==> config.mk <==
export PLATFORM = sky130hd
export DESIGN_NAME = osam_top
export DESIGN_NICKNAME = d
export VERILOG_FILES = /design/src/hdl/osam_pkg.sv /design/src/hdl/osam_top.sv
export SDC_FILE = /design/constraint.sdc
export NUM_CORES = 1
export LEC_CHECK = 0
export BUFFER_PORTS_ARGS = -buffer_cell sky130_fd_sc_hd__clkbuf_2
export CAP_MARGIN = 20
export CORE_MARGIN = 1
export CORE_UTILIZATION = 65
export DETAILED_ROUTE_END_ITERATION = 16
export PLACE_DENSITY = 0.83
export SLEW_MARGIN = 5
export SYNTH_ARGS = -nofsm -noshare
export SYNTH_HDL_FRONTEND = slang
export SYNTH_SLANG_ARGS = --single-unit
==> constraint.sdc <==
create_clock -name i_sys_clk -period 18.9 [get_ports i_sys_clk]
set_input_delay 1.89 -clock i_sys_clk [delete_from_list [all_inputs] [get_ports i_sys_clk]]
set_output_delay 1.89 -clock i_sys_clk [all_outputs]
set_load 0.005 [all_outputs]
==> src/hdl/osam_pkg.sv <==
// Package with constants and types for the output switch and alarm menu block.
package osam_pkg;

   // Base clock rate in Hz.
   localparam int unsigned CLK_HZ          = 125_000_000;
   // Timing figures in their own units.
   localparam int unsigned ROLL_START_MS   = 1000;
   localparam int unsigned ROLL_FAST_MS    = 2000;
   localparam int unsigned ROLL_SLOW_MS    = 200;
   localparam int unsigned ROLL_QUICK_MS   = 50;
   localparam int unsigned EDIT_TMO_S      = 10;
   localparam int unsigned MENU_TMO_S      = 60;
   localparam int unsigned LONG_HOLD_MS    = 2000;
   // Cycles in one millisecond, derived from the rate.
   localparam int unsigned MS_CYCLES       = CLK_HZ / 1000;

   // Value width of all measured values and limits.
   localparam int unsigned VAL_W           = 16;
   localparam int unsigned DLY_W           = 8;

   // Reset values of the stored parameters.
   localparam logic [VAL_W-1:0] ON_PT_RST  = 16'h0000;
   localparam logic [VAL_W-1:0] OFF_PT_RST = 16'h0000;
   localparam logic [VAL_W-1:0] HI_LIM_RST = 16'h7FFF;
   localparam logic [VAL_W-1:0] LO_LIM_RST = 16'h8000;
   localparam logic [DLY_W-1:0] DLY_RST    = 8'h00;
   // Delay parameter range in seconds.
   localparam logic [DLY_W-1:0] DLY_MAX    = 8'hFF;

   // Output function choices.
   typedef enum logic [1:0] {
      OSAM_FN_NONE,
      OSAM_FN_TWO_POINT,
      OSAM_FN_ALARM
   } osam_fn_t;

   // Parameter items of both menus.
   typedef enum logic [3:0] {
      OSAM_IT_FUNC,
      OSAM_IT_ON,
      OSAM_IT_OFF,
      OSAM_IT_SDLY,
      OSAM_IT_SERR,
      OSAM_IT_HI,
      OSAM_IT_LO,
      OSAM_IT_ADLY
   } osam_item_t;

   // Front-panel buttons as one group.
   typedef struct packed {
      logic rear;
      logic cancel;
      logic down;
      logic up;
      logic next;
   } osam_btn_t;

   // Display state reported outward.
   typedef struct packed {
      logic       menu_open;
      logic       cfg_menu;
      logic       editing;
      osam_item_t item;
      logic [VAL_W-1:0] value;
   } osam_disp_t;

endpackage : osam_pkg

==> src/hdl/osam_top.sv <==
// Menu and change-over output logic of the output switch and alarm block.
`timescale 1ns/100ps

// What this block does
// RULE1: Next button steps to next parameter name.
// RULE2: Next while editing stores value, back to name.
// RULE3: Up/down step by one; enter editing.
// RULE4: Hold over 1 s rolls, later faster.
// RULE5: Stepping past a limit wraps around.
// RULE6: Cancel discards edit; in names closes menu.
// RULE7: Ten idle seconds in editing abandon edit.
// RULE8: Sixty idle seconds close any menu.
// RULE9: Long next hold opens limit menu.
// RULE10: Limit menu refused when function is none.
// RULE11: Two-point config: on, off, delay, error, function.
// RULE12: Switch delay set and applied in seconds.
// RULE13: Error forces output per error preference.
// RULE14: Config-only items absent from limit menu.
// RULE15: Two-point limit menu alternates on, off.
// RULE16: Below on point on, above off point off.
// RULE17: Alarm config: high, low, delay, function.
// RULE18: Alarm after limit exceeded for full delay.
// RULE19: Alarm output active while no alarm.
// RULE20: Alarm limit menu: high, low, delay, wrap.
// RULE21: Rear plus next hold opens config menu.
// RULE22: Function offers none, two-point, alarm.
// RULE23: Compare new samples in entered units.
module osam_top
#(
   parameter int unsigned SEC_CYCLES = osam_pkg::CLK_HZ
)
(
   input  wire logic                      i_sys_clk,
   input  wire logic                      i_rst_b,
   input  wire osam_pkg::osam_btn_t       i_btn,
   input  wire logic [osam_pkg::VAL_W-1:0] i_meas,
   input  wire logic                      i_meas_vld,
   input  wire logic                      i_meas_err,
   output logic                           o_relay,
   output logic                           o_alarm_hi,
   output logic                           o_alarm_lo,
   output osam_pkg::osam_disp_t           o_disp
);
   import osam_pkg::*;

   localparam int unsigned MS_DIV = SEC_CYCLES / 1000 > 0 ? SEC_CYCLES / 1000 : 1;
   localparam int unsigned SEC_DIV = SEC_CYCLES > 0 ? SEC_CYCLES : 1;

   logic [1:0]            rst_sync_q;
   logic                  rst_b;
   osam_btn_t             btn_m_q, btn_q, btn_p_q;
   logic [31:0]           ms_cnt_q, sec_cnt_q;
   logic                  ms_tick, sec_tick;
   logic                  open_q, cfg_q, edit_q;
   osam_item_t            item_q;
   logic [VAL_W-1:0]      edit_val_q;
   logic [15:0]           hold_ms_q, roll_ms_q, idle_s_q;
   logic                  long_done_q;
   osam_fn_t              fn_q;
   logic [VAL_W-1:0]      on_pt_q, off_pt_q, hi_lim_q, lo_lim_q;
   logic [DLY_W-1:0]      sdly_q, adly_q;
   logic                  serr_q;
   logic                  p_next, p_up, p_down, p_cancel, any_p, step_up, step_dn;
   logic                  roll_ev, open_lim, open_cfg, hold_next;
   logic                  tp_state_q, tp_pend_q, hi_q, lo_q;
   logic                  hi_over_q, lo_over_q;
   logic [DLY_W-1:0]      tp_sec_q, hi_sec_q, lo_sec_q;
   logic [VAL_W-1:0]      lim_val;
   logic [VAL_W-1:0]      lim_max, lim_min;

   // Reset is released through two flops so all logic leaves reset together.
   always_ff @(posedge i_sys_clk or negedge i_rst_b)
   begin
      if (!i_rst_b) rst_sync_q <= 2'b00;
      else          rst_sync_q <= {rst_sync_q[0], 1'b1};
   end
   assign rst_b = rst_sync_q[1];

   // Buttons come from pins, so two flops precede any use; a third gives edges.
   always_ff @(posedge i_sys_clk or negedge rst_b)
   begin
      if (!rst_b)
      begin
         btn_m_q <= '0;
         btn_q   <= '0;
         btn_p_q <= '0;
      end
      else
      begin
         btn_m_q <= i_btn;
         btn_q   <= btn_m_q;
         btn_p_q <= btn_q;
      end
   end
   assign p_next   = btn_q.next   & ~btn_p_q.next;
   assign p_up     = btn_q.up     & ~btn_p_q.up;
   assign p_down   = btn_q.down   & ~btn_p_q.down;
   assign p_cancel = btn_q.cancel & ~btn_p_q.cancel;
   assign any_p    = p_next | p_up | p_down | p_cancel;

   // Millisecond and second enables from two separate clock-cycle counters.
   always_ff @(posedge i_sys_clk or negedge rst_b)
   begin
      if (!rst_b)
      begin
         ms_cnt_q  <= '0;
         sec_cnt_q <= '0;
      end
      else
      begin
         ms_cnt_q  <= ms_tick ? '0 : ms_cnt_q + 32'h0000_0001;
         sec_cnt_q <= sec_tick ? '0 : sec_cnt_q + 32'h0000_0001;
      end
   end
   assign ms_tick  = (ms_cnt_q == 32'(MS_DIV - 1));
   assign sec_tick = (sec_cnt_q == 32'(SEC_DIV - 1));

   // Hold timing for roll and long presses; a long press fires once per hold.
   always_ff @(posedge i_sys_clk or negedge rst_b)
   begin
      if (!rst_b)
      begin
         hold_ms_q   <= '0;
         roll_ms_q   <= '0;
         long_done_q <= 1'b0;
      end
      else if (!(btn_q.up | btn_q.down | btn_q.next))
      begin
         hold_ms_q   <= '0;
         roll_ms_q   <= '0;
         long_done_q <= 1'b0;
      end
      else
      begin
         if (ms_tick && hold_ms_q != 16'hFFFF) hold_ms_q <= hold_ms_q + 16'h0001;
         if (roll_ev) roll_ms_q <= '0;
         else if (ms_tick) roll_ms_q <= roll_ms_q + 16'h0001;
         if (open_lim || open_cfg) long_done_q <= 1'b1;
      end
   end
   // Roll starts after one second, and repeats faster after a further hold.
   assign roll_ev = edit_q && (btn_q.up ^ btn_q.down) && ms_tick    // RULE4
                    && hold_ms_q > 16'(ROLL_START_MS)
                    && roll_ms_q >= (hold_ms_q > 16'(ROLL_FAST_MS)
                                     ? 16'(ROLL_QUICK_MS) : 16'(ROLL_SLOW_MS));
   assign hold_next = btn_q.next && !long_done_q && hold_ms_q > 16'(LONG_HOLD_MS);
   // Limit menu needs next alone; the config menu needs the rear button too.
   assign open_lim  = !open_q && hold_next && !btn_q.rear
                      && fn_q != OSAM_FN_NONE;                       // RULE9 RULE10
   assign open_cfg  = !open_q && hold_next && btn_q.rear;           // RULE21
   assign step_up   = edit_q ? (p_up   | (roll_ev & btn_q.up))   : 1'b0;
   assign step_dn   = edit_q ? (p_down | (roll_ev & btn_q.down)) : 1'b0;

   // Range of the item under edit, used for the wrap on overflow.
   always_comb
   begin
      lim_min = '0;
      lim_max = 16'hFFFF;
      lim_val = on_pt_q;
      case (item_q)
         OSAM_IT_FUNC: begin lim_max = 16'h0002; lim_val = 16'(fn_q); end
         OSAM_IT_ON:   lim_val = on_pt_q;
         OSAM_IT_OFF:  lim_val = off_pt_q;
         OSAM_IT_SDLY: begin lim_max = 16'(DLY_MAX); lim_val = 16'(sdly_q); end
         OSAM_IT_SERR: begin lim_max = 16'h0001; lim_val = 16'(serr_q); end
         OSAM_IT_HI:   lim_val = hi_lim_q;
         OSAM_IT_LO:   lim_val = lo_lim_q;
         OSAM_IT_ADLY: begin lim_max = 16'(DLY_MAX); lim_val = 16'(adly_q); end
         default:      lim_val = '0;
      endcase
   end

   // Idle counter in seconds; a press of next, up, down or cancel restarts it.
   always_ff @(posedge i_sys_clk or negedge rst_b)
   begin
      if (!rst_b)                      idle_s_q <= '0;
      else if (!open_q || any_p)       idle_s_q <= '0;
      else if (p_up | p_down)          idle_s_q <= '0;
      else if (sec_tick && idle_s_q != 16'hFFFF) idle_s_q <= idle_s_q + 16'h0001;
   end

   // Menu navigation, editing and parameter store.
   always_ff @(posedge i_sys_clk or negedge rst_b)
   begin
      if (!rst_b)
      begin
         open_q     <= 1'b0;
         cfg_q      <= 1'b0;
         edit_q     <= 1'b0;
         item_q     <= OSAM_IT_FUNC;
         edit_val_q <= '0;
         fn_q       <= OSAM_FN_NONE;
         on_pt_q    <= ON_PT_RST;
         off_pt_q   <= OFF_PT_RST;
         hi_lim_q   <= HI_LIM_RST;
         lo_lim_q   <= LO_LIM_RST;
         sdly_q     <= DLY_RST;
         adly_q     <= DLY_RST;
         serr_q     <= 1'b0;
      end
      else if (open_cfg)
      begin
         open_q <= 1'b1;
         cfg_q  <= 1'b1;
         edit_q <= 1'b0;
         item_q <= OSAM_IT_FUNC;                                     // RULE21
      end
      else if (open_lim)
      begin
         open_q <= 1'b1;
         cfg_q  <= 1'b0;
         edit_q <= 1'b0;
         item_q <= (fn_q == OSAM_FN_ALARM) ? OSAM_IT_HI : OSAM_IT_ON; // RULE14
      end
      else if (open_q)
      begin
         if (idle_s_q > 16'(MENU_TMO_S))
         begin
            open_q <= 1'b0;                                          // RULE8
            edit_q <= 1'b0;
         end
         else if (edit_q && idle_s_q > 16'(EDIT_TMO_S))
            edit_q <= 1'b0;                                          // RULE7
         else if (edit_q)
         begin
            if (p_cancel)
               edit_q <= 1'b0;                                       // RULE6
            else if (p_next)
            begin
               edit_q <= 1'b0;                                       // RULE2
               case (item_q)
                  OSAM_IT_FUNC: fn_q     <= osam_fn_t'(edit_val_q[1:0]); // RULE22
                  OSAM_IT_ON:   on_pt_q  <= edit_val_q;
                  OSAM_IT_OFF:  off_pt_q <= edit_val_q;
                  OSAM_IT_SDLY: sdly_q   <= edit_val_q[DLY_W-1:0];   // RULE12
                  OSAM_IT_SERR: serr_q   <= edit_val_q[0];
                  OSAM_IT_HI:   hi_lim_q <= edit_val_q;
                  OSAM_IT_LO:   lo_lim_q <= edit_val_q;
                  OSAM_IT_ADLY: adly_q   <= edit_val_q[DLY_W-1:0];
                  default:      ;
               endcase
            end
            else if (step_up)
               edit_val_q <= (edit_val_q == lim_max) ? lim_min      // RULE5
                             : edit_val_q + 16'h0001;                // RULE3
            else if (step_dn)
               edit_val_q <= (edit_val_q == lim_min) ? lim_max      // RULE5
                             : edit_val_q - 16'h0001;                // RULE3
         end
         else if (p_cancel)
            open_q <= 1'b0;                                          // RULE6
         else if (p_up || p_down)
         begin
            edit_q     <= 1'b1;                                      // RULE3
            edit_val_q <= lim_val;
         end
         else if (p_next)
         begin
            // Sequence depends on the menu and on the stored function.
            case (item_q)
               OSAM_IT_FUNC: item_q <= (fn_q == OSAM_FN_ALARM) ? OSAM_IT_HI
                                     : (fn_q == OSAM_FN_TWO_POINT) ? OSAM_IT_ON
                                     : OSAM_IT_FUNC;                 // RULE1
               OSAM_IT_ON:   item_q <= OSAM_IT_OFF;                  // RULE11 RULE15
               OSAM_IT_OFF:  item_q <= cfg_q ? OSAM_IT_SDLY : OSAM_IT_ON; // RULE15
               OSAM_IT_SDLY: item_q <= OSAM_IT_SERR;                 // RULE11
               OSAM_IT_SERR: item_q <= OSAM_IT_FUNC;                 // RULE11
               OSAM_IT_HI:   item_q <= OSAM_IT_LO;                   // RULE17 RULE20
               OSAM_IT_LO:   item_q <= OSAM_IT_ADLY;
               OSAM_IT_ADLY: item_q <= cfg_q ? OSAM_IT_FUNC : OSAM_IT_HI; // RULE17 RULE20
               default:      item_q <= OSAM_IT_FUNC;
            endcase
         end
      end
   end

   // Two-point control with a whole-second delay before a new state takes effect.
   always_ff @(posedge i_sys_clk or negedge rst_b)
   begin
      if (!rst_b)
      begin
         tp_state_q <= 1'b0;
         tp_pend_q  <= 1'b0;
         tp_sec_q   <= '0;
      end
      else if (fn_q != OSAM_FN_TWO_POINT)
      begin
         tp_state_q <= 1'b0;
         tp_pend_q  <= 1'b0;
         tp_sec_q   <= '0;
      end
      else
      begin
         if (i_meas_vld)                                             // RULE23
         begin
            if ($signed(i_meas) < $signed(on_pt_q))       tp_pend_q <= 1'b1; // RULE16
            else if ($signed(i_meas) > $signed(off_pt_q)) tp_pend_q <= 1'b0; // RULE16
         end
         if (tp_pend_q == tp_state_q)
            tp_sec_q <= '0;
         else if (tp_sec_q >= sdly_q)
         begin
            tp_state_q <= tp_pend_q;                                 // RULE12
            tp_sec_q   <= '0;
         end
         else if (sec_tick)
            tp_sec_q <= tp_sec_q + 8'h01;
      end
   end

   // Limit state of the latest sample; it holds between samples.
   always_ff @(posedge i_sys_clk or negedge rst_b)
   begin
      if (!rst_b)
      begin
         hi_over_q <= 1'b0;
         lo_over_q <= 1'b0;
      end
      else if (fn_q != OSAM_FN_ALARM)
      begin
         hi_over_q <= 1'b0;
         lo_over_q <= 1'b0;
      end
      else if (i_meas_vld)
      begin
         hi_over_q <= $signed(i_meas) > $signed(hi_lim_q);           // RULE23
         lo_over_q <= $signed(i_meas) < $signed(lo_lim_q);           // RULE23
      end
   end

   // Each limit must stay passed without break for the delay; seconds count
   // on every tick while passed, not only on ticks that meet a sample.
   always_ff @(posedge i_sys_clk or negedge rst_b)
   begin
      if (!rst_b)
      begin
         hi_q     <= 1'b0;
         hi_sec_q <= '0;
      end
      else if (!hi_over_q)
      begin
         hi_q     <= 1'b0;                                           // RULE18
         hi_sec_q <= '0;
      end
      else if (hi_sec_q >= adly_q)
         hi_q <= 1'b1;                                               // RULE18
      else if (sec_tick)
         hi_sec_q <= hi_sec_q + 8'h01;
   end

   // Minimum alarm qualifier, built like the maximum one.
   always_ff @(posedge i_sys_clk or negedge rst_b)
   begin
      if (!rst_b)
      begin
         lo_q     <= 1'b0;
         lo_sec_q <= '0;
      end
      else if (!lo_over_q)
      begin
         lo_q     <= 1'b0;                                           // RULE18
         lo_sec_q <= '0;
      end
      else if (lo_sec_q >= adly_q)
         lo_q <= 1'b1;                                               // RULE18
      else if (sec_tick)
         lo_sec_q <= lo_sec_q + 8'h01;
   end

   // Output stage; all outputs come straight from flops.
   always_ff @(posedge i_sys_clk or negedge rst_b)
   begin
      if (!rst_b)
      begin
         o_relay    <= 1'b0;
         o_alarm_hi <= 1'b0;
         o_alarm_lo <= 1'b0;
         o_disp     <= '0;
      end
      else
      begin
         case (fn_q)
            OSAM_FN_TWO_POINT: o_relay <= i_meas_err ? serr_q : tp_state_q; // RULE13
            OSAM_FN_ALARM:     o_relay <= !(hi_q || lo_q || i_meas_err);   // RULE19
            default:           o_relay <= 1'b0;                            // RULE22
         endcase
         o_alarm_hi <= (fn_q == OSAM_FN_ALARM) && (hi_q || i_meas_err);
         o_alarm_lo <= (fn_q == OSAM_FN_ALARM) && (lo_q || i_meas_err);
         o_disp.menu_open <= open_q;
         o_disp.cfg_menu  <= cfg_q;
         o_disp.editing   <= edit_q;
         o_disp.item      <= item_q;
         o_disp.value     <= edit_q ? edit_val_q : lim_val;
      end
   end

   // Assertions guarding the output and menu behaviour.
   a_alarm_inverted: assert property (@(posedge i_sys_clk) disable iff (!rst_b) // RULE19
      (fn_q == OSAM_FN_ALARM && !i_meas_err && !hi_q && !lo_q) |=> o_relay)
      else $error("alarm output not active without alarm");
   a_none_off: assert property (@(posedge i_sys_clk) disable iff (!rst_b) // RULE22
      (fn_q == OSAM_FN_NONE) |=> !o_relay)
      else $error("output on with no function");
   a_err_pref: assert property (@(posedge i_sys_clk) disable iff (!rst_b) // RULE13
      (fn_q == OSAM_FN_TWO_POINT && i_meas_err) |=> (o_relay == $past(serr_q)))
      else $error("error preference not applied");
   a_lim_refused: assert property (@(posedge i_sys_clk) disable iff (!rst_b) // RULE10
      (!open_q && fn_q == OSAM_FN_NONE && !btn_q.rear) |=> !open_q)
      else $error("limit menu opened with no function");
   a_cancel_keep: assert property (@(posedge i_sys_clk) disable iff (!rst_b) // RULE6
      (edit_q && p_cancel && !open_cfg && !open_lim) |=> (!edit_q && $stable(on_pt_q)))
      else $error("cancel did not discard edit");
   a_cancel_close: assert property (@(posedge i_sys_clk) disable iff (!rst_b) // RULE6
      (open_q && !edit_q && p_cancel && idle_s_q <= 16'(MENU_TMO_S)) |=> !open_q)
      else $error("cancel did not close menu");
   a_store_next: assert property (@(posedge i_sys_clk) disable iff (!rst_b) // RULE2
      (open_q && edit_q && p_next && item_q == OSAM_IT_ON
       && idle_s_q <= 16'(EDIT_TMO_S)) |=> (!edit_q && on_pt_q == $past(edit_val_q)))
      else $error("next did not store value");
   a_edit_tmo: assert property (@(posedge i_sys_clk) disable iff (!rst_b) // RULE7
      (edit_q && idle_s_q > 16'(EDIT_TMO_S)) |=> !edit_q)
      else $error("edit timeout missed");
   a_menu_tmo: assert property (@(posedge i_sys_clk) disable iff (!rst_b) // RULE8
      (open_q && idle_s_q > 16'(MENU_TMO_S)) |=> !open_q)
      else $error("menu timeout missed");
   a_tp_wrap: assert property (@(posedge i_sys_clk) disable iff (!rst_b) // RULE15
      (open_q && !cfg_q && !edit_q && p_next && item_q == OSAM_IT_OFF
       && !p_cancel && !p_up && !p_down
       && idle_s_q <= 16'(MENU_TMO_S)) |=> item_q == OSAM_IT_ON)
      else $error("two-point menu did not wrap");

endmodule : osam_top

==> results.py, run 1 <==
metrics = {
    "outcome": {
        "status": "finished clean",
    },
    "finish": {
        "nNetsFinal": 1858,
        "areaGrowthSynthToFinish_pct": 9.79,
        "n_antenna_cell": 0,
        "final_cell_mix": "271 x dfrtp_1, 144 x nand2_1, 122 x nor2_1",
        "drive_gt1_frac": 0.118,
        "post-route-cell-area_sq_um": 18000,
        "layout_commonest_cell": "dfrtp_1",
    },
    "clock_network": {
        "clk_path_buf_depth": 3,
        "cts_hold_buf": 0,
        "numCtsBuffers": 31,
        "cts_max_level": 1,
        "cts_setup_buffers": 0,
        "cts_tree": "yes",
        "path_clk_slew_ns": 0.06,
        "clock-root-buffer": "clkbuf_16",
        "ctsResizeCount": 0,
        "clock_sinks": 289,
        "clk_latency_ns": 0.57,
    },
    "floorplan": {
        "die_area_sq_um": 25800,
        "start_util": 0.668,
        "die_height_um": 161,
        "ioPinCount": 51,
        "core_area_sq_um": 24500,
        "die_x_um": 161,
        "row_count": 57,
    },
    "critical_path": {
        "worstPathRequired_ns": 19.35,
        "critPathLaunch": "hold_ms_q[1]",
        "crit_path_start_kind": "flop",
        "arrival_ns": 5.15,
        "critPathBufInv": 0,
        "cp_slowest_stage_delay_ns": 0.77,
        "worst_r2r_startpoint": "hold_ms_q[1]",
        "path_delay_family": "simple AND/OR/NAND/NOR gates",
        "worstPathCellList": "or4_1 > a21oi_1 > o21ai_0 > ha_1 > or4_1 > nor4_2 > o2111ai_1 > nand4_2 > and2_1 > a21o_1 > nor2_1 > a22o_1",
        "cp_common_cell": "or4_1",
        "slowest_stage": "a21o_1",
        "critPathMaxFanout": 32,
        "crit_type": "flop to flop",
        "cp-end-kind": "flop",
    },
    "timing": {
        "whs_ns": 0.345,
        "worstMarginPinSlew_ns": 1.01,
        "finalCritPeriodShare": 0.249,
        "rsz0062_at_grt": "false",
        "clock_skew_ns": 0.0121,
        "hold_viol": 0,
        "max_freq_mhz": 213,
        "fin_setup_tns_ns": 0,
        "setup-violations-final": 0,
        "slew_violations": 0,
        "maxSlewHeadroom": 0.329,
        "fin_crit_ns": 4.70,
    },
    "drt": {
        "dr_total_vias": 13100,
        "drc": 0,
        "firstDrtPassIters": 7,
        "via_per_inst": 6.35,
        "routedWlPerCell_um": 19.0,
        "postRouteAntennaNets": 0,
        "drtIter0Drc": 1211,
        "wirelength_mm": 39.3,
    },
    "global_routing": {
        "grt_pass1_vias": 12900,
        "grt-ovfl-total": 0,
        "grt_pass1_wl_mm": 64.8,
        "grtUsageTotal": 0.309,
        "antenna_found_initial": 0,
        "grt_start_max_net_pins": 174,
    },
    "synth": {
        "synth_edf_count": 0,
        "async_reset_ff_frac": 1.00,
        "ys_top_cells_by_area": "dfrtp_1 42%, ha_1 8.3%, mux2_2 3.7%",
        "synth_fp_nets": 1841,
        "ys_warn_count": 0,
        "synthesis.area_sq_um": 16400,
        "synth_cell_type_count": 75,
        "synthFlopType": "dfrtp_1",
        "synth_top_area_cell": "dfrtp_1",
        "synth_seq_area_share": 0.443,
        "yosysTopAreaCellShare": 0.417,
        "netlist_instances": 1707,
        "ys_ff_latch": 289,
        "postSynthAreaPerCell_sq_um": 9.59,
    },
    "run": {
        "cap_violations": 0,
    },
    "hold_path": {
        "worstHoldStart": "btn_m_q[4]",
        "hold_path_class": "flop to flop",
    },
    "place": {
        "portBuffers": 49,
        "place_area_sq_um": 16800,
        "dp.final_hpwl_mm": 26.6,
        "gp_congestion": 0.917,
    },
    "power": {
        "ir_drop_mv": 0.0811,
        "leakage_uw": 0.00791,
        "p_per_area_nw_per_um2": 72.7,
    },
}
==> sequential cells by signal, summed over array words and instances, names as in the netlist, 8 cells and up <==
name,flops
adly_q,8
on_pt_q,16
hi_sec_q,8
off_pt_q,16
sdly_q,8
tp_sec_q,8
hold_ms_q,16
lo_sec_q,8
o_disp,22
ms_cnt_q,32
edit_val_q,16
sec_cnt_q,32
lo_lim_q,16
idle_s_q,16
roll_ms_q,16
hi_lim_q,16
==> cell type report <==
type	count	area, sq um
Multi-Input combinational cell	1224	8400
Sequential cell	289	7260
Fill cell	1776	6550
Clock buffer	42	887
Inverter	114	428
Tap cell	324	405
Timing Repair Buffer	64	403
Clock inverter	14	203
==> layer usage <==
metal / GRT usage / up-vias / routed length, um
met5: 0 / - / 0
met1: 0.431 / 6401 / 16800
met4: 0.129 / 0 / 1580
met2: 0.484 / 526 / 18100
li1: - / 6100 / -
met3: 0.0498 / 117 / 2840
==> path summary, 6_finish.rpt <==
kind                       cells past startpoint             to  slack [ns]
setup / recovery                              12  edit_val_q[5]       14.20
hold / removal                                 0       btn_q[4]        0.35
setup reg to reg                              12  edit_val_q[5]       14.20
hold reg to reg                                0       btn_q[4]        0.35
max in group asynchronous                      1     btn_p_q[1]       17.14
min in group asynchronous                      0           lo_q        0.36
==> report_power, final <==
part	leakage (uW)	total [uW]	switching (uW)	internal, uW
sequential	0.00392	624	3.24	621
combinational	0.00344	36.1	24.2	11.9
clock	0.000544	647	252	395
==> Yosys cell counts (6+ instances only) <==
| master | instances |
|---|---|
| dfrtp_1 | 273 |
| nand2_1 | 144 |
| nor2_1 | 122 |
| inv_1 | 112 |
| ha_1 | 109 |
| o21ai_0 | 105 |
| nand3_1 | 64 |
| clkbuf_1 | 62 |
| xor2_1 | 62 |
| a21oi_1 | 59 |
| mux2_2 | 54 |
| xnor2_1 | 53 |
| nand4_1 | 51 |
| nor3_1 | 33 |
| nor4_1 | 30 |
| a21o_1 | 26 |
| and3_1 | 26 |
| nor2b_1 | 22 |
| or3_1 | 19 |
| nand2b_1 | 18 |
| a22oi_1 | 16 |
| and2_1 | 16 |
| dfstp_2 | 16 |
| mux2i_1 | 15 |
| nand3b_1 | 15 |
| a31oi_1 | 12 |
| or4_1 | 12 |
| a221oi_1 | 11 |
| nor4b_1 | 11 |
| buf_1 | 10 |
| o21a_1 | 10 |
| and4_1 | 9 |
| a211o_1 | 7 |
| a211oi_1 | 7 |
| buf_2 | 7 |
| o31ai_1 | 7 |
| a21boi_0 | 6 |
==> through the flow <==
step | power [uW] | utilization | instances | worst slack (ns)
final | 1310 | 0.733 | 2071 | 14.20
after global placement | 670 | 0.686 | 2011 | 14.55
after detailed placement | 671 | 0.686 | 2011 | 14.32
after floorplan | 657 | - | 1707 | 10.28
after global routing | 1340 | 0.733 | 2071 | 13.92
after CTS | 1310 | 0.730 | 2067 | 14.23
==> kinds of logic after synthesis <==
group	count (synthesis)	synth area share
adder cells (fa/ha/maj)	109	0.0833
buffers and inverters	194	0.0452
AND/OR/NAND/NOR	613	0.195
AO/OA/AOI/OAI	314	0.123
XOR/XNOR	115	0.0615
flip-flops	289	0.443
other	2	0.000459
multiplexers	71	0.0490
(Power assumes the default switching activity.)
==> run 2, diff against run 1 <==
--- a/config.mk
+++ b/config.mk
@@ -5,12 +5,13 @@
 export SDC_FILE = /design/constraint.sdc
 export NUM_CORES = 1
 export LEC_CHECK = 0
+export ABC_AREA = 1
 export BUFFER_PORTS_ARGS = -buffer_cell sky130_fd_sc_hd__clkbuf_2
 export CAP_MARGIN = 20
 export CORE_MARGIN = 1
-export CORE_UTILIZATION = 65
+export CORE_UTILIZATION = 64
 export DETAILED_ROUTE_END_ITERATION = 16
-export PLACE_DENSITY = 0.83
+export PLACE_DENSITY = 0.82
 export SLEW_MARGIN = 5
 export SYNTH_ARGS = -nofsm -noshare
 export SYNTH_HDL_FRONTEND = slang
==> constraint.sdc (replaced) <==
create_clock -name i_sys_clk -period 4.7 [get_ports i_sys_clk]
set_input_delay 0.47 -clock i_sys_clk [delete_from_list [all_inputs] [get_ports i_sys_clk]]
set_output_delay 0.47 -clock i_sys_clk [all_outputs]
set_load 0.005 [all_outputs]
==> results.py, run 2 <==
metrics = {
    "power": {
        "combPwrFrac": 0.038,
        "share_seq_of_total_power": 0.455,
        "p_per_area_nw_per_um2": 281,
        "ir_drop_mv": 0.296,
        "leakage_uw": 0.00923,
        "p_sw_uw": 1260,
        "internal_power_uw": 4280,
        "p_clk_frac": 0.506,
        "switching_share": 0.227,
    },
    "hold_path": {
        "hold_path_class": "input port to flop",
        "worstHoldStart": "i_btn[1]",
    },
    "global_routing": {
        "grt-ovfl-total": 0,
        "grtUsageTotal": 0.339,
        "antenna_found_initial": 0,
        "grt_pass1_vias": 15600,
        "grt_start_max_net_pins": 118,
        "grt_pass1_wl_mm": 78.2,
    },
    "drt": {
        "dr_total_vias": 16400,
        "wirelength_mm": 47.7,
        "drc": 0,
        "postRouteAntennaNets": 0,
        "via_per_inst": 5.89,
        "routedWlPerCell_um": 17.1,
        "firstDrtPassIters": 6,
        "drtIter0Drc": 1836,
    },
    "timing": {
        "setup-violations-final": 0,
        "clock_skew_ns": 0.0197,
        "max_freq_mhz": 263,
        "finalWorstSetupSlack_ns": 0.890,
        "whs_ns": 0.0619,
        "fin_crit_ns": 3.81,
        "finalCritPeriodShare": 0.811,
        "rsz0062_at_grt": "false",
        "maxSlewHeadroom": 0.294,
        "fin_setup_tns_ns": 0,
        "worstMarginPinSlew_ns": 1.06,
        "slew_violations": 0,
        "hold_viol": 0,
    },
    "clock_network": {
        "clock-root-buffer": "clkbuf_16",
        "clock_sinks": 289,
        "clk_path_buf_depth": 3,
        "cts_max_level": 2,
        "ctsResizeCount": 0,
        "cts_tree": "yes",
        "numCtsBuffers": 34,
        "cts_hold_buf": 1,
        "path_clk_slew_ns": 0.06,
        "cts_setup_buffers": 0,
        "clk_latency_ns": 0.52,
    },
    "outcome": {
        "status": "finished clean",
    },
    "critical_path": {
        "cp_slowest_stage_delay_ns": 0.52,
        "worstPathCellList": "inv_1 > nand2_1 > nor2_1 > nand2_1 > inv_1 > nand2_1 > nand2_1 > inv_1 > ha_1 > nand2_1 > nand2_1 > nor2_1 > nand2_1 > nor2_1 > nand2_1 > nand4_1 > nand2_1 > buf_4 > nor2_2 > nor2_8 > nand3_1 > nand2_1 > inv_1",
        "crit_path_start_kind": "flop",
        "critPathBufInv": 5,
        "critPathLaunch": "hold_ms_q[15]",
        "path_delay_family": "simple AND/OR/NAND/NOR gates",
        "cp_common_cell": "nand2_1",
        "cp-end-kind": "flop",
        "worstPathRequired_ns": 5.11,
        "worst_r2r_startpoint": "hold_ms_q[15]",
        "crit_type": "flop to flop",
        "critPathMaxFanout": 21,
        "arrival_ns": 4.22,
        "slowest_stage": "nand4_1",
    },
    "synth": {
        "synthFlopType": "dfrtp_1",
        "synthTopCellsByCount": "504 x nand2_1, 344 x inv_1, 273 x dfrtp_1",
        "ys_ff_latch": 289,
        "yosysTopAreaCellShare": 0.379,
        "ys_warn_count": 0,
        "synth_edf_count": 0,
        "synth_top_area_cell": "dfrtp_1",
        "synth_cell_type_count": 60,
        "synthesis.area_sq_um": 18000,
        "postSynthAreaPerCell_sq_um": 7.68,
        "synth_fp_nets": 2483,
        "async_reset_ff_frac": 1.00,
        "synth_seq_area_share": 0.402,
        "ys_top_cells_by_area": "dfrtp_1 38%, nand2_1 10%, ha_1 7.6%",
        "yosysMostFrequentCell": "nand2_1",
        "netlist_instances": 2349,
    },
    "finish": {
        "nNetsFinal": 2522,
        "largestRegisters": "ms_cnt_q (32), sec_cnt_q (32), o_disp (22)",
        "drive_gt1_frac": 0.0949,
        "post-route-util": 0.709,
        "post-route-cell-area_sq_um": 19700,
        "final_cell_mix": "504 x nand2_1, 344 x inv_1, 272 x dfrtp_1",
        "n_antenna_cell": 0,
        "layout_commonest_cell": "nand2_1",
        "areaGrowthSynthToFinish_pct": 9.15,
    },
    "floorplan": {
        "start_util": 0.650,
        "die_area_sq_um": 28900,
        "core_area_sq_um": 27800,
        "die_x_um": 170,
        "ioPinCount": 51,
        "die_height_um": 170,
        "row_count": 61,
    },
    "run": {
        "cap_violations": 0,
    },
    "place": {
        "dp.final_hpwl_mm": 34.3,
        "gp_congestion": 0.979,
        "portBuffers": 49,
        "place_area_sq_um": 18500,
        "pre_cts_ws_ns": 1.04,
    },
}
-- run 2: cell type report --
type                    instances  area (sq um)
well taps                     378           473
clock buffers                  44           982
multi-input cells            1645          9080
repair buffers                 57           333
clock inverters                18           215
inverters                     361          1360
flip-flops and latches        289          7260
fillers                      2267          8090
-- run 2: power groups by stage --
stage	combinational, uW	sequential [uW]	clock [uW]
global placement	203	2560	0
finish	211	2520	2800
detailed placement	209	2570	0
floorplan	109	2590	0
CTS	212	2520	2830
global route	245	2520	2940
-- run 2: logic make-up (layout without fill, tap and decap cells) --
kind of cell	count (synthesis)	after routing	share of synthesized area
compound gates	409	409	0.129
xor+xnor	65	65	0.0315
fa+ha+maj	109	109	0.0756
buf+inv	415	480	0.0951
flops	289	289	0.402
other cells	2	2	0.000416
simple gates	1060	1060	0.267
-- run 2: through the flow --
stage,total power (uW),std cells
2_1_floorplan,2700,2349
3_3_place_gp,2770,2729
3_5_place_dp,2770,2729
4_1_cts,5560,2792
5_1_grt,5700,2792
6_report,5530,2792
-- run 2: worst paths after layout --
| path | slack, ns | cells past startpoint | endpoint |
|---|---|---|---|
| min reg2reg | 0.20 | 0 | idle_s_q[10] |
| max reg2reg | 0.89 | 23 | edit_val_q[4] |
| max | 0.89 | 23 | edit_val_q[4] |
| min | 0.06 | 1 | btn_m_q[1] |
| max in group asynchronous | 3.57 | 1 | sec_cnt_q[0] |
| min in group asynchronous | 0.20 | 0 | idle_s_q[10] |
-- run 2: layer usage --
layer | global-route usage | vias to the layer above | part of all wire
met1 | 0.462 | 7701 | 0.43
met5 | 0 | - | 0
met3 | 0.0493 | 159 | 0.078
li1 | - | 7810 | -
met2 | 0.538 | 761 | 0.45
met4 | 0.146 | 0 | 0.042
